`config.mk`:
```
export PLATFORM = sky130hd
export DESIGN_NAME = gas_transmitter_regs
export DESIGN_NICKNAME = d
export VERILOG_FILES = /design/src/gas_reg_pkg.sv /design/src/reply_timer_if.sv /design/src/gas_transmitter_regs.sv /design/src/reply_timer.sv
export VERILOG_INCLUDE_DIRS = /design/src
export SDC_FILE = /design/constraint.sdc
export NUM_CORES = 1
export LEC_CHECK = 0
export BUFFER_PORTS_ARGS = -buffer_cell sky130_fd_sc_hd__buf_2
export CORE_MARGIN = 3
export CORE_UTILIZATION = 40
export DETAILED_ROUTE_END_ITERATION = 8
export REMOVE_ABC_BUFFERS = 1
export SETUP_SLACK_MARGIN = 0.02
export SYNTH_ARGS = -nofsm -noshare
export SYNTH_HDL_FRONTEND = slang
export SYNTH_SLANG_ARGS = --single-unit
```
`constraint.sdc`:
```
create_clock -name core_clk -period 7.75 [get_ports core_clk]
set_clock_uncertainty 0.1 [all_clocks]
set_input_delay 0.3875 -clock core_clk [delete_from_list [all_inputs] [get_ports core_clk]]
set_output_delay 0.3875 -clock core_clk [all_outputs]
set_load 0.02 [all_outputs]
```
`src/gas_reg_defines.svh`:
```
// Offsets, field positions, reset values and timing figures of the register bank
`ifndef GAS_REG_DEFINES_SVH
`define GAS_REG_DEFINES_SVH

// Register offsets
`define OFS_STATION      8'h00
`define OFS_REPLY_DELAY  8'h01
`define OFS_LINE_RATE    8'h02
`define OFS_FRAMING      8'h03
`define OFS_FAULT        8'h04
`define OFS_SUPPLY       8'h05
`define OFS_RSVD_LO      8'h06
`define OFS_RSVD_HI      8'h20
`define OFS_BOARD        8'h21

// Reset values
`define RST_STATION      8'h01
`define RST_REPLY_DELAY  8'h0a
`define RST_LINE_RATE    2'h1
`define RST_FRAMING      4'hf

// Legal ranges
`define STATION_MIN      8'h01
`define STATION_MAX      8'hf7
`define LINE_RATE_MAX    16'h0003

// Framing field positions
`define FRM_DATA8_BIT    0
`define FRM_RTU_BIT      1
`define FRM_PAR_LO       2
`define FRM_PAR_HI       3
`define PAR_UNASSIGNED   2'h0
`define PAR_EVEN         2'h1
`define PAR_ODD          2'h2
`define PAR_NONE         2'h3

// Fault word and board status widths
`define FAULT_BITS       8
`define BOARD_BITS       3

// Line rates in baud
`define BAUD_CODE0       4800
`define BAUD_CODE1       9600
`define BAUD_CODE2       19200
`define BAUD_CODE3       38400

// Timing: clock period in ns, clock in Hz, delay step and settle wait in ms
`define CLK_PERIOD_NS    5
`define CLK_HZ           200000000
`define DELAY_STEP_MS    10
`define APPLY_WAIT_MS    200
`define NS_PER_MS        1000000

`endif

```
`src/gas_reg_pkg.sv`:
```
// Types shared by the register bank and its reply timer
package gas_reg_pkg;

  typedef enum logic {
    DLY_IDLE,
    DLY_RUN
  } delay_state_t;

  typedef struct packed {
    logic [1:0] parity;
    logic       rtu;
    logic       data8;
  } framing_t;

endpackage

```
`src/reply_timer_if.sv`:
```
// Handshake between the register bank and its reply timer
`timescale 1ns/10ps
`default_nettype none
interface reply_timer_if;
  logic       start_delay;   // Pulse: begin reply delay
  logic [7:0] delay_steps;   // Delay in 10 ms steps
  logic       delay_done;    // Pulse: reply delay over
  logic       start_apply;   // Pulse: (re)start settle wait
  logic       apply_done;    // Pulse: settle wait over

  modport ctl (output start_delay, output delay_steps, output start_apply,
               input delay_done, input apply_done);
  modport tmr (input start_delay, input delay_steps, input start_apply,
               output delay_done, output apply_done);
endinterface
`default_nettype wire

```
`src/gas_transmitter_regs.sv`:
```
// Register bank of the gas transmitter field-bus slave
`timescale 1ns/10ps
`default_nettype none
`include "gas_reg_defines.svh"

module gas_transmitter_regs
  import gas_reg_pkg::*;
#(
  parameter int unsigned STEP_CYC  = `DELAY_STEP_MS * (`NS_PER_MS / `CLK_PERIOD_NS),
  parameter int unsigned APPLY_CYC = `APPLY_WAIT_MS * (`NS_PER_MS / `CLK_PERIOD_NS)
) (
  input  wire logic        core_clk,          // 200 MHz clock
  input  wire logic        rst_b,             // Async reset, active low
  input  wire logic        reg_wr_en,         // Register write strobe
  input  wire logic        reg_rd_en,         // Register read strobe
  input  wire logic [7:0]  reg_addr,          // Register number
  input  wire logic [15:0] reg_wdata,         // Write value
  output logic      [15:0] reg_rdata_ff,      // Read value
  output logic             reg_ack_ff,        // Access accepted
  output logic             reg_err_ff,        // Access refused
  input  wire logic        req_rcvd,          // Request for this station seen
  output logic             reply_go_ff,       // Reply may start now
  input  wire logic [7:0]  fault_src,         // Fault conditions, bit per fault
  input  wire logic [15:0] supply_mv,         // Measured supply in mV
  input  wire logic        warmup_active,     // Sensor warming up
  input  wire logic        meas_stable,       // Measurement stable
  input  wire logic        init_done,         // Initialization over
  output logic      [7:0]  active_station_ff, // Station address in use
  output logic      [15:0] line_div_ff,       // Clocks per bit at line rate
  output logic             data8_ff,          // Eight data bits
  output logic             rtu_mode_ff,       // RTU framing
  output logic      [1:0]  parity_sel_ff      // Parity code in use
);

  reply_timer_if tif ();

  logic [7:0]  station_ff;
  logic [7:0]  delay_ff;
  logic [1:0]  rate_ff;
  framing_t    framing_ff;
  logic [7:0]  act_delay_ff;
  logic [7:0]  fault_ff;
  logic [15:0] supply_ff;
  logic [2:0]  board_ff;
  logic        busy_ff;
  logic        wr_ok;
  logic        wr_take;
  logic        rd_ok;
  logic [15:0] rd_val;
  logic        start_delay_ff;
  logic        start_apply_ff;

  // Bit time in core clocks for a line rate code
  function automatic logic [15:0] rate_div(input logic [1:0] code);
    int unsigned baud;
    baud = `BAUD_CODE0;
    case (code)
      2'h0: baud = `BAUD_CODE0;
      2'h1: baud = `BAUD_CODE1;
      2'h2: baud = `BAUD_CODE2;
      2'h3: baud = `BAUD_CODE3;
      default: baud = `BAUD_CODE1;
    endcase
    return 16'((`CLK_HZ + baud / 2) / baud);
  endfunction

  // Address map membership for reads
  function automatic logic addr_mapped(input logic [7:0] a);
    return a <= `OFS_BOARD;
  endfunction

  // Divider for the reset rate code 1; a plain constant keeps
  // the asynchronous reset branch free of any logic
  localparam logic [15:0] RST_DIV = 16'((`CLK_HZ + `BAUD_CODE1 / 2) / `BAUD_CODE1);

  // Write legality: refuse values the settings cannot hold
  always_comb begin
    wr_ok = 1'b0;
    case (reg_addr)
      `OFS_STATION: wr_ok = (reg_wdata >= 16'(`STATION_MIN)) && (reg_wdata <= 16'(`STATION_MAX));
      `OFS_REPLY_DELAY: wr_ok = reg_wdata[15:8] == 8'h0;
      `OFS_LINE_RATE: wr_ok = reg_wdata <= `LINE_RATE_MAX;
      `OFS_FRAMING: wr_ok = (reg_wdata[15:4] == 12'h0)
                            && (reg_wdata[`FRM_PAR_HI:`FRM_PAR_LO] != `PAR_UNASSIGNED);
      default: wr_ok = 1'b0;
    endcase
  end

  // Reads refused past the last mapped register
  assign rd_ok = addr_mapped(reg_addr);
  // Write that is stored at this edge
  assign wr_take = reg_wr_en && wr_ok;

  // Read multiplexer; reserved range reads zero
  always_comb begin
    rd_val = 16'h0;
    case (reg_addr)
      `OFS_STATION:     rd_val = {8'h0, station_ff};
      `OFS_REPLY_DELAY: rd_val = {8'h0, delay_ff};
      `OFS_LINE_RATE:   rd_val = {14'h0, rate_ff};
      `OFS_FRAMING:     rd_val = {12'h0, framing_ff};
      `OFS_FAULT:       rd_val = {8'h0, fault_ff};
      `OFS_SUPPLY:      rd_val = supply_ff;
      `OFS_BOARD:       rd_val = {13'h0, board_ff};
      default:          rd_val = 16'h0;
    endcase
  end

  // Access answer, one cycle after the strobe; write wins if both are raised
  always_ff @(posedge core_clk or negedge rst_b) begin
    if (!rst_b) begin
      reg_rdata_ff <= 16'h0;
      reg_ack_ff   <= 1'b0;
      reg_err_ff   <= 1'b0;
    end else begin
      reg_ack_ff <= 1'b0;
      reg_err_ff <= 1'b0;
      if (reg_wr_en) begin
        reg_ack_ff <= wr_ok;
        reg_err_ff <= !wr_ok;
      end else if (reg_rd_en) begin
        reg_ack_ff   <= rd_ok;
        reg_err_ff   <= !rd_ok;
        reg_rdata_ff <= rd_ok ? rd_val : 16'h0;
      end
    end
  end

  always_ff @(posedge core_clk or negedge rst_b) begin
    if (!rst_b) begin
      station_ff <= `RST_STATION;
    end else if (wr_take && (reg_addr == `OFS_STATION)) begin
      station_ff <= reg_wdata[7:0];
    end
  end

  always_ff @(posedge core_clk or negedge rst_b) begin
    if (!rst_b) begin
      delay_ff <= `RST_REPLY_DELAY;
    end else if (wr_take && (reg_addr == `OFS_REPLY_DELAY)) begin
      delay_ff <= reg_wdata[7:0];
    end
  end

  always_ff @(posedge core_clk or negedge rst_b) begin
    if (!rst_b) begin
      rate_ff <= `RST_LINE_RATE;
    end else if (wr_take && (reg_addr == `OFS_LINE_RATE)) begin
      rate_ff <= reg_wdata[1:0];
    end
  end

  always_ff @(posedge core_clk or negedge rst_b) begin
    if (!rst_b) begin
      framing_ff <= `RST_FRAMING;
    end else if (wr_take && (reg_addr == `OFS_FRAMING)) begin
      framing_ff <= reg_wdata[3:0];
    end
  end

  // Settle wait restarts on every stored address, delay or rate write;
  // framing is left out because it applies at once
  always_ff @(posedge core_clk or negedge rst_b) begin
    if (!rst_b) begin
      start_apply_ff <= 1'b0;
    end else begin
      start_apply_ff <= wr_take && ((reg_addr == `OFS_STATION) || (reg_addr == `OFS_REPLY_DELAY)
                                    || (reg_addr == `OFS_LINE_RATE));
    end
  end

  // Settings in use; address, delay and rate switch after the settle wait
  // so the reply to the writing request still goes out on the old settings
  always_ff @(posedge core_clk or negedge rst_b) begin
    if (!rst_b) begin
      active_station_ff <= `RST_STATION;
      act_delay_ff      <= `RST_REPLY_DELAY;
      line_div_ff       <= RST_DIV;
    end else if (tif.apply_done) begin
      active_station_ff <= station_ff;
      act_delay_ff      <= delay_ff;
      line_div_ff       <= rate_div(rate_ff);
    end
  end

  // Framing takes effect at once
  always_ff @(posedge core_clk or negedge rst_b) begin
    if (!rst_b) begin
      data8_ff      <= 1'b1;
      rtu_mode_ff   <= 1'b1;
      parity_sel_ff <= `PAR_NONE;
    end else begin
      data8_ff      <= framing_ff.data8;
      rtu_mode_ff   <= framing_ff.rtu;
      parity_sel_ff <= framing_ff.parity;
    end
  end

  // Fault levels captured each cycle; live, not latched, so no set/clear race
  always_ff @(posedge core_clk or negedge rst_b) begin
    if (!rst_b) begin
      fault_ff <= 8'h0;
    end else begin
      fault_ff[4:0] <= fault_src[4:0];
      fault_ff[5]   <= fault_src[5];
      fault_ff[6]   <= fault_src[6];
      fault_ff[7]   <= fault_src[7];
    end
  end

  // Supply reading, passed through one register
  always_ff @(posedge core_clk or negedge rst_b) begin
    if (!rst_b) begin
      supply_ff <= 16'h0;
    end else begin
      supply_ff <= supply_mv;
    end
  end

  // Board status levels, one cycle behind their sources
  always_ff @(posedge core_clk or negedge rst_b) begin
    if (!rst_b) begin
      board_ff <= 3'h0;
    end else begin
      board_ff[0] <= warmup_active;
      board_ff[1] <= meas_stable;
      board_ff[2] <= init_done;
    end
  end

  // Reply scheduling; requests during a running delay are dropped
  always_ff @(posedge core_clk or negedge rst_b) begin
    if (!rst_b) begin
      busy_ff        <= 1'b0;
      start_delay_ff <= 1'b0;
      reply_go_ff    <= 1'b0;
    end else begin
      start_delay_ff <= 1'b0;
      reply_go_ff    <= tif.delay_done;
      if (req_rcvd && !busy_ff) begin
        busy_ff        <= 1'b1;
        start_delay_ff <= 1'b1;
      end else if (tif.delay_done) begin
        busy_ff <= 1'b0;
      end
    end
  end

  // Timer handshake, every signal straight from a flop
  assign tif.start_delay = start_delay_ff;
  assign tif.delay_steps = act_delay_ff;
  assign tif.start_apply = start_apply_ff;

  // Long counters kept in their own module
  reply_timer #(
    .STEP_CYC  (STEP_CYC),
    .APPLY_CYC (APPLY_CYC)
  ) u_timer (
    .core_clk (core_clk),
    .rst_b    (rst_b),
    .tif      (tif)
  );

endmodule
`default_nettype wire

```
`src/reply_timer.sv`:
```
// Reply delay and settle wait timers
`timescale 1ns/10ps
`default_nettype none
`include "gas_reg_defines.svh"
module reply_timer
  import gas_reg_pkg::*;
#(
  parameter int unsigned STEP_CYC  = 2000000,
  parameter int unsigned APPLY_CYC = 40000000
) (
  input  wire logic   core_clk,  // 200 MHz clock
  input  wire logic   rst_b,     // Async reset, active low
  reply_timer_if.tmr  tif        // Timer handshake
);

  delay_state_t st_ff;
  logic [20:0]  pre_ff;
  logic [7:0]   steps_ff;
  logic [25:0]  apply_ff;
  logic         apply_run_ff;

  // Delay sequencer; the prescaler restarts with each request so steps are whole
  always_ff @(posedge core_clk or negedge rst_b) begin
    if (!rst_b) begin
      st_ff          <= DLY_IDLE;
      pre_ff         <= 21'h0;
      steps_ff       <= 8'h0;
      tif.delay_done <= 1'b0;
    end else begin
      tif.delay_done <= 1'b0;
      case (st_ff)
        DLY_IDLE: begin
          if (tif.start_delay) begin
            if (tif.delay_steps == 8'h0) begin
              tif.delay_done <= 1'b1;
            end else begin
              st_ff    <= DLY_RUN;
              steps_ff <= tif.delay_steps;
              pre_ff   <= 21'(STEP_CYC - 1);
            end
          end
        end
        DLY_RUN: begin
          if (pre_ff != 21'h0) begin
            pre_ff <= pre_ff - 21'h1;
          end else if (steps_ff == 8'h1) begin
            st_ff          <= DLY_IDLE;
            tif.delay_done <= 1'b1;
          end else begin
            steps_ff <= steps_ff - 8'h1;
            pre_ff   <= 21'(STEP_CYC - 1);
          end
        end
        default: begin
          st_ff <= DLY_IDLE;
        end
      endcase
    end
  end

  // Settle wait; a new write restarts it
  always_ff @(posedge core_clk or negedge rst_b) begin
    if (!rst_b) begin
      apply_ff       <= 26'h0;
      apply_run_ff   <= 1'b0;
      tif.apply_done <= 1'b0;
    end else begin
      tif.apply_done <= 1'b0;
      if (tif.start_apply) begin
        apply_ff     <= 26'(APPLY_CYC - 1);
        apply_run_ff <= 1'b1;
      end else if (apply_run_ff) begin
        if (apply_ff == 26'h0) begin
          apply_run_ff   <= 1'b0;
          tif.apply_done <= 1'b1;
        end else begin
          apply_ff <= apply_ff - 26'h1;
        end
      end
    end
  end

endmodule
`default_nettype wire

```
==> results.toml <==
[run_status]
outcome = "finished clean"

[final_layout]
fillers = 1988
finalNonFillerCells = 1286
antenna-diode-count = 0
number_of_nets_at_the_end_of_the_flow = 1082
drive_gt1_share_pct = 24.6
final_cell_area_um2 = 10400
multi_input_comb_area_um2 = 4300
area.sequential_um2 = 4100
area_growth_pct = 19.5

[pwr]
cell_internal_power_mw = 1.32
p_clk_share_pct = 47.6
power_leakage_nw = 5.01
vdd_drop_max_mv = 0.114
power.share.combinational_pct = 3.5
p_switching_mw = 0.442
power.share.sequential_pct = 48.9
totalPowerFinal_mw = 1.77
switching_share_pct = 25.0
power_per_cell_area_nw_per_um2 = 170

[timing]
final_period_minus_worst_setup_slack_ns = 7.12
final_min_period_over_clock_period_pct = 91.8
max_freq_mhz = 141
setup-violations-final = 0
final.setup.worst_slack_ns = 0.633
grt_setup_unrepaired = "no"
timing.setup.tns_ns = 0
final_hold_vios = 0
timing_worst_slew_pin_value_ns = 1.02
relSlewSlack_pct = 31.6
max_slew_violation_count = 0

[critical_path]
cp_num_cells = 32
worstSetupEndpoint = "line_div_ff[2]$_DFFE_PN0P_"
cpLargestDelayFamily = "compound AO/OA/AOI/OAI gates"
path_type_of_the_worst_setup_path = "reg2reg"
cp.required_ns = 7.94
critical_path.most_common_cell = "sky130_fd_sc_hd__ha_1"
critical_path_buf_inv_count = 1
crit_path_max_fanout = 6
critPathSlowestCell = "sky130_fd_sc_hd__dfstp_2"
regToRegSetupSlack_ns = 0.63
worstSetupStartpoint = "rate_ff[0]$_DFFE_PN1P_"
timing.rr.start = "rate_ff[0]$_DFFE_PN1P_"
critPathCaptureType = "flop"
worstRegToRegCells = 32
cpPeakStageDelay_ns = 0.59
critical_path.startpoint_type = "flop"
crit-reg2reg-capture = "line_div_ff[2]$_DFFE_PN0P_"
arrival_ns = 7.30

[cts]
clock-sinks = 163
cts-buffers-inserted = 17
cts_buffer_depth = 2
clk_root_buffer_cell = "sky130_fd_sc_hd__clkbuf_16"
clock_insertion_delay_worst_skew_ns = 0.43
post_cts_resized = 0
clk_pin_slew_ns = 0.07
cts-htree-levels = 4
cts_tree = "yes"

[global_routing]
grt_pass1_vias = 7251
grt_pass1_wl_mm = 37.7
grt_ovf = 0
largest_net_degree_at_the_start_of_global_routing = 61
grt_antenna_before_repair = 1
track_usage_pct = 19.5

[yosys]
netlist_area_um2 = 8710
seq_area_frac_synth_pct = 47.1
ys.flop_type = "sky130_fd_sc_hd__dfrtp_1"
yosysWarningCount = 0
library_cells_used_by_synthesis = 92
area_share_of_fa_ha_maj_cells_after_synthesis_pct = 4.02
synth.ff_latch_count = 163
ys_async_sr_fraction_pct = 100
synth.avg_cell_area_um2 = 10.0
synth_xor_area_share_pct = 3.52
synth.area.mux_share_pct = 6.62
number_of_instances_in_the_synthesized_netlist = 870
synth-simple-area-share_pct = 17.5
number_of_enable_flip_flop_cells_after_synthesis = 0
complex_gate_fraction_of_the_synthesized_area_pct = 17.6
synth_top_family_by_area = "compound AO/OA/AOI/OAI gates"

[flow_run]
max_cap_viol_count = 0

[drt]
drt_pass1_iterations = 4
routed-via-count = 7180
postRouteAntennaNets = 0
drt-total-wl_mm = 22.5
drc_errors = 0
detail_routed_via_count_per_cell = 5.58
avgRoutedWirePerCell_um = 17.5
initialDrtViolationCount = 484

[floorplan]
fp.coreArea_um2 = 21200
io_pins = 103
starting_density_of_the_core_pct = 41.1
die_y_um = 154
die_w_um = 154
die_area_um2 = 23600
placement_rows = 53

[min_path]
worstHoldPathType = "in2reg"

[place]
hpwl_mm = 15.6
gp_congestion = 0.952
placed_cell_area_um2 = 9510
place.port_buffers = 102
post-place-ws_ns = 0.714
dp_cells = 1224
## cells in the mapped netlist (all sizes together) (4+ instances only)
cell type,n,area share [%]
a211oi,5,0.43
a21o,4,0.34
a21oi,45,2.6
a221oi,7,0.78
a222oi,6,0.69
a22o,18,1.8
a22oi,6,0.52
a31o,4,0.40
a31oi,13,1.1
and2,4,0.32
and3,10,0.72
buf,14,1.1
clkbuf,26,1.1
dfrtp,143,41
dfstp,20,6.0
ha,28,4.0
inv,29,1.2
mux2,50,6.5
nand2,73,3.1
nand2b,9,0.73
nand3,30,1.8
nand4,6,0.43
nor2,82,3.6
nor2b,6,0.46
nor3,30,1.7
nor3b,4,0.40
nor4,18,1.4
o211ai,7,0.60
o21a,7,0.60
o21ai,51,3.0
o22ai,8,0.57
o31ai,4,0.40
o41ai,4,0.49
or2,4,0.29
or3,10,0.78
or4,6,0.56
xnor2,25,2.5
xor2,10,1.0
## power by group through the flow
stage	sequential [mW]	clock, mW	combinational (mW)
after floorplan	0.880	0	0.00852
after global placement	0.880	0	0.0510
after detailed placement	0.880	0	0.0511
after CTS	0.864	0.865	0.0624
after global routing	0.865	0.897	0.0689
final	0.864	0.841	0.0609
## worst register-to-register path, delay by kind of cell (launching register included)
family	cells	cell delay (ns)
buf+inv	1	0.12
compound gates	18	3.61
flops	1	0.59
simple gates	8	1.23
fa+ha+maj	5	1.30
## cell families (layout without fill, tap and decap cells)
family          Yosys count  after routing
compound gates          218            218
xor+xnor                 35             35
flops                   163            163
fa+ha+maj                28             28
other cells               1              1
buf+inv                  72            213
simple gates            302            302
mux                      51             51
## through the flow
stage | utilization [%] | hold WS (ns)
2_1_floorplan | - | -0.00809
3_3_place_gp | 44.8 | 0.267
3_5_place_dp | 44.8 | 0.267
4_1_cts | 49.0 | 0.121
5_1_grt | 49.1 | 0.126
6_report | 49.1 | 0.128
## cells in the final DEF (no fill, tap or decap), types with 20 or more instances in the layout
cell / Yosys / final
sky130_fd_sc_hd__dlygate4sd3_1: 0 / 28
sky130_fd_sc_hd__nand2_1: 73 / 73
sky130_fd_sc_hd__nor2_1: 81 / 81
sky130_fd_sc_hd__xnor2_1: 25 / 25
sky130_fd_sc_hd__a21oi_1: 44 / 44
sky130_fd_sc_hd__ha_1: 28 / 28
sky130_fd_sc_hd__buf_2: 5 / 101
sky130_fd_sc_hd__inv_1: 28 / 28
sky130_fd_sc_hd__nand3_1: 28 / 28
sky130_fd_sc_hd__nor3_1: 30 / 30
sky130_fd_sc_hd__o21ai_0: 49 / 49
sky130_fd_sc_hd__mux2_2: 49 / 49
sky130_fd_sc_hd__dfrtp_1: 143 / 143
sky130_fd_sc_hd__dfstp_2: 20 / 20
## per-layer routing
metal  vias to the layer above  part of all wire [%]  global-route usage [%]
met5                         -                 0.040                       0
met4                         2                   1.5                    5.89
met3                        28                   4.5                    4.02
met2                       168                    46                    30.0
met1                      3525                    48                    27.8
li1                       3457                     -                       -
## timing repair
item,CTS,global route
hold endpoints to repair,71,0
hold buffers,28,0
buffers inserted,0,2
setup endpoints to repair,0,1
## registers in the layout, summed over array words and instances, names as in the netlist, 2 cells and up
name,count
fault_ff,8
rate_ff,2
delay_ff,8
board_ff,3
framing_ff,4
u_timer.steps_ff,8
active_station_ff,8
u_timer.apply_ff,26
act_delay_ff,8
u_timer.pre_ff,21
supply_ff,16
parity_sel_ff,2
reg_rdata_ff,16
station_ff,8
line_div_ff,13
## layout make-up
class	count	share of cell area (%)
Inverter	32	1.15
Clock buffer	17	4.09
Timing Repair Buffer	149	9.03
Clock inverter	15	1.71
Multi-Input combinational cell	635	41.3
Sequential cell	163	39.4
Tap cell	275	3.31
## worst min path at each step
stage	from	end	cells after the start
after global routing	reg_wdata[5]	station_ff[5]$_DFFE_PN0P_	2
final	reg_wdata[5]	delay_ff[5]$_DFFE_PN0P_	2
after CTS	reg_wdata[5]	delay_ff[5]$_DFFE_PN0P_	2
after floorplan	rst_b	act_delay_ff[0]$_DFFE_PN0P_	0
after detailed placement	framing_ff[2]$_DFFE_PN1P_	parity_sel_ff[0]$_DFF_PN1_	0
after global placement	framing_ff[2]$_DFFE_PN1P_	parity_sel_ff[0]$_DFF_PN1_	0
Power figures use the tool's default switching activity.
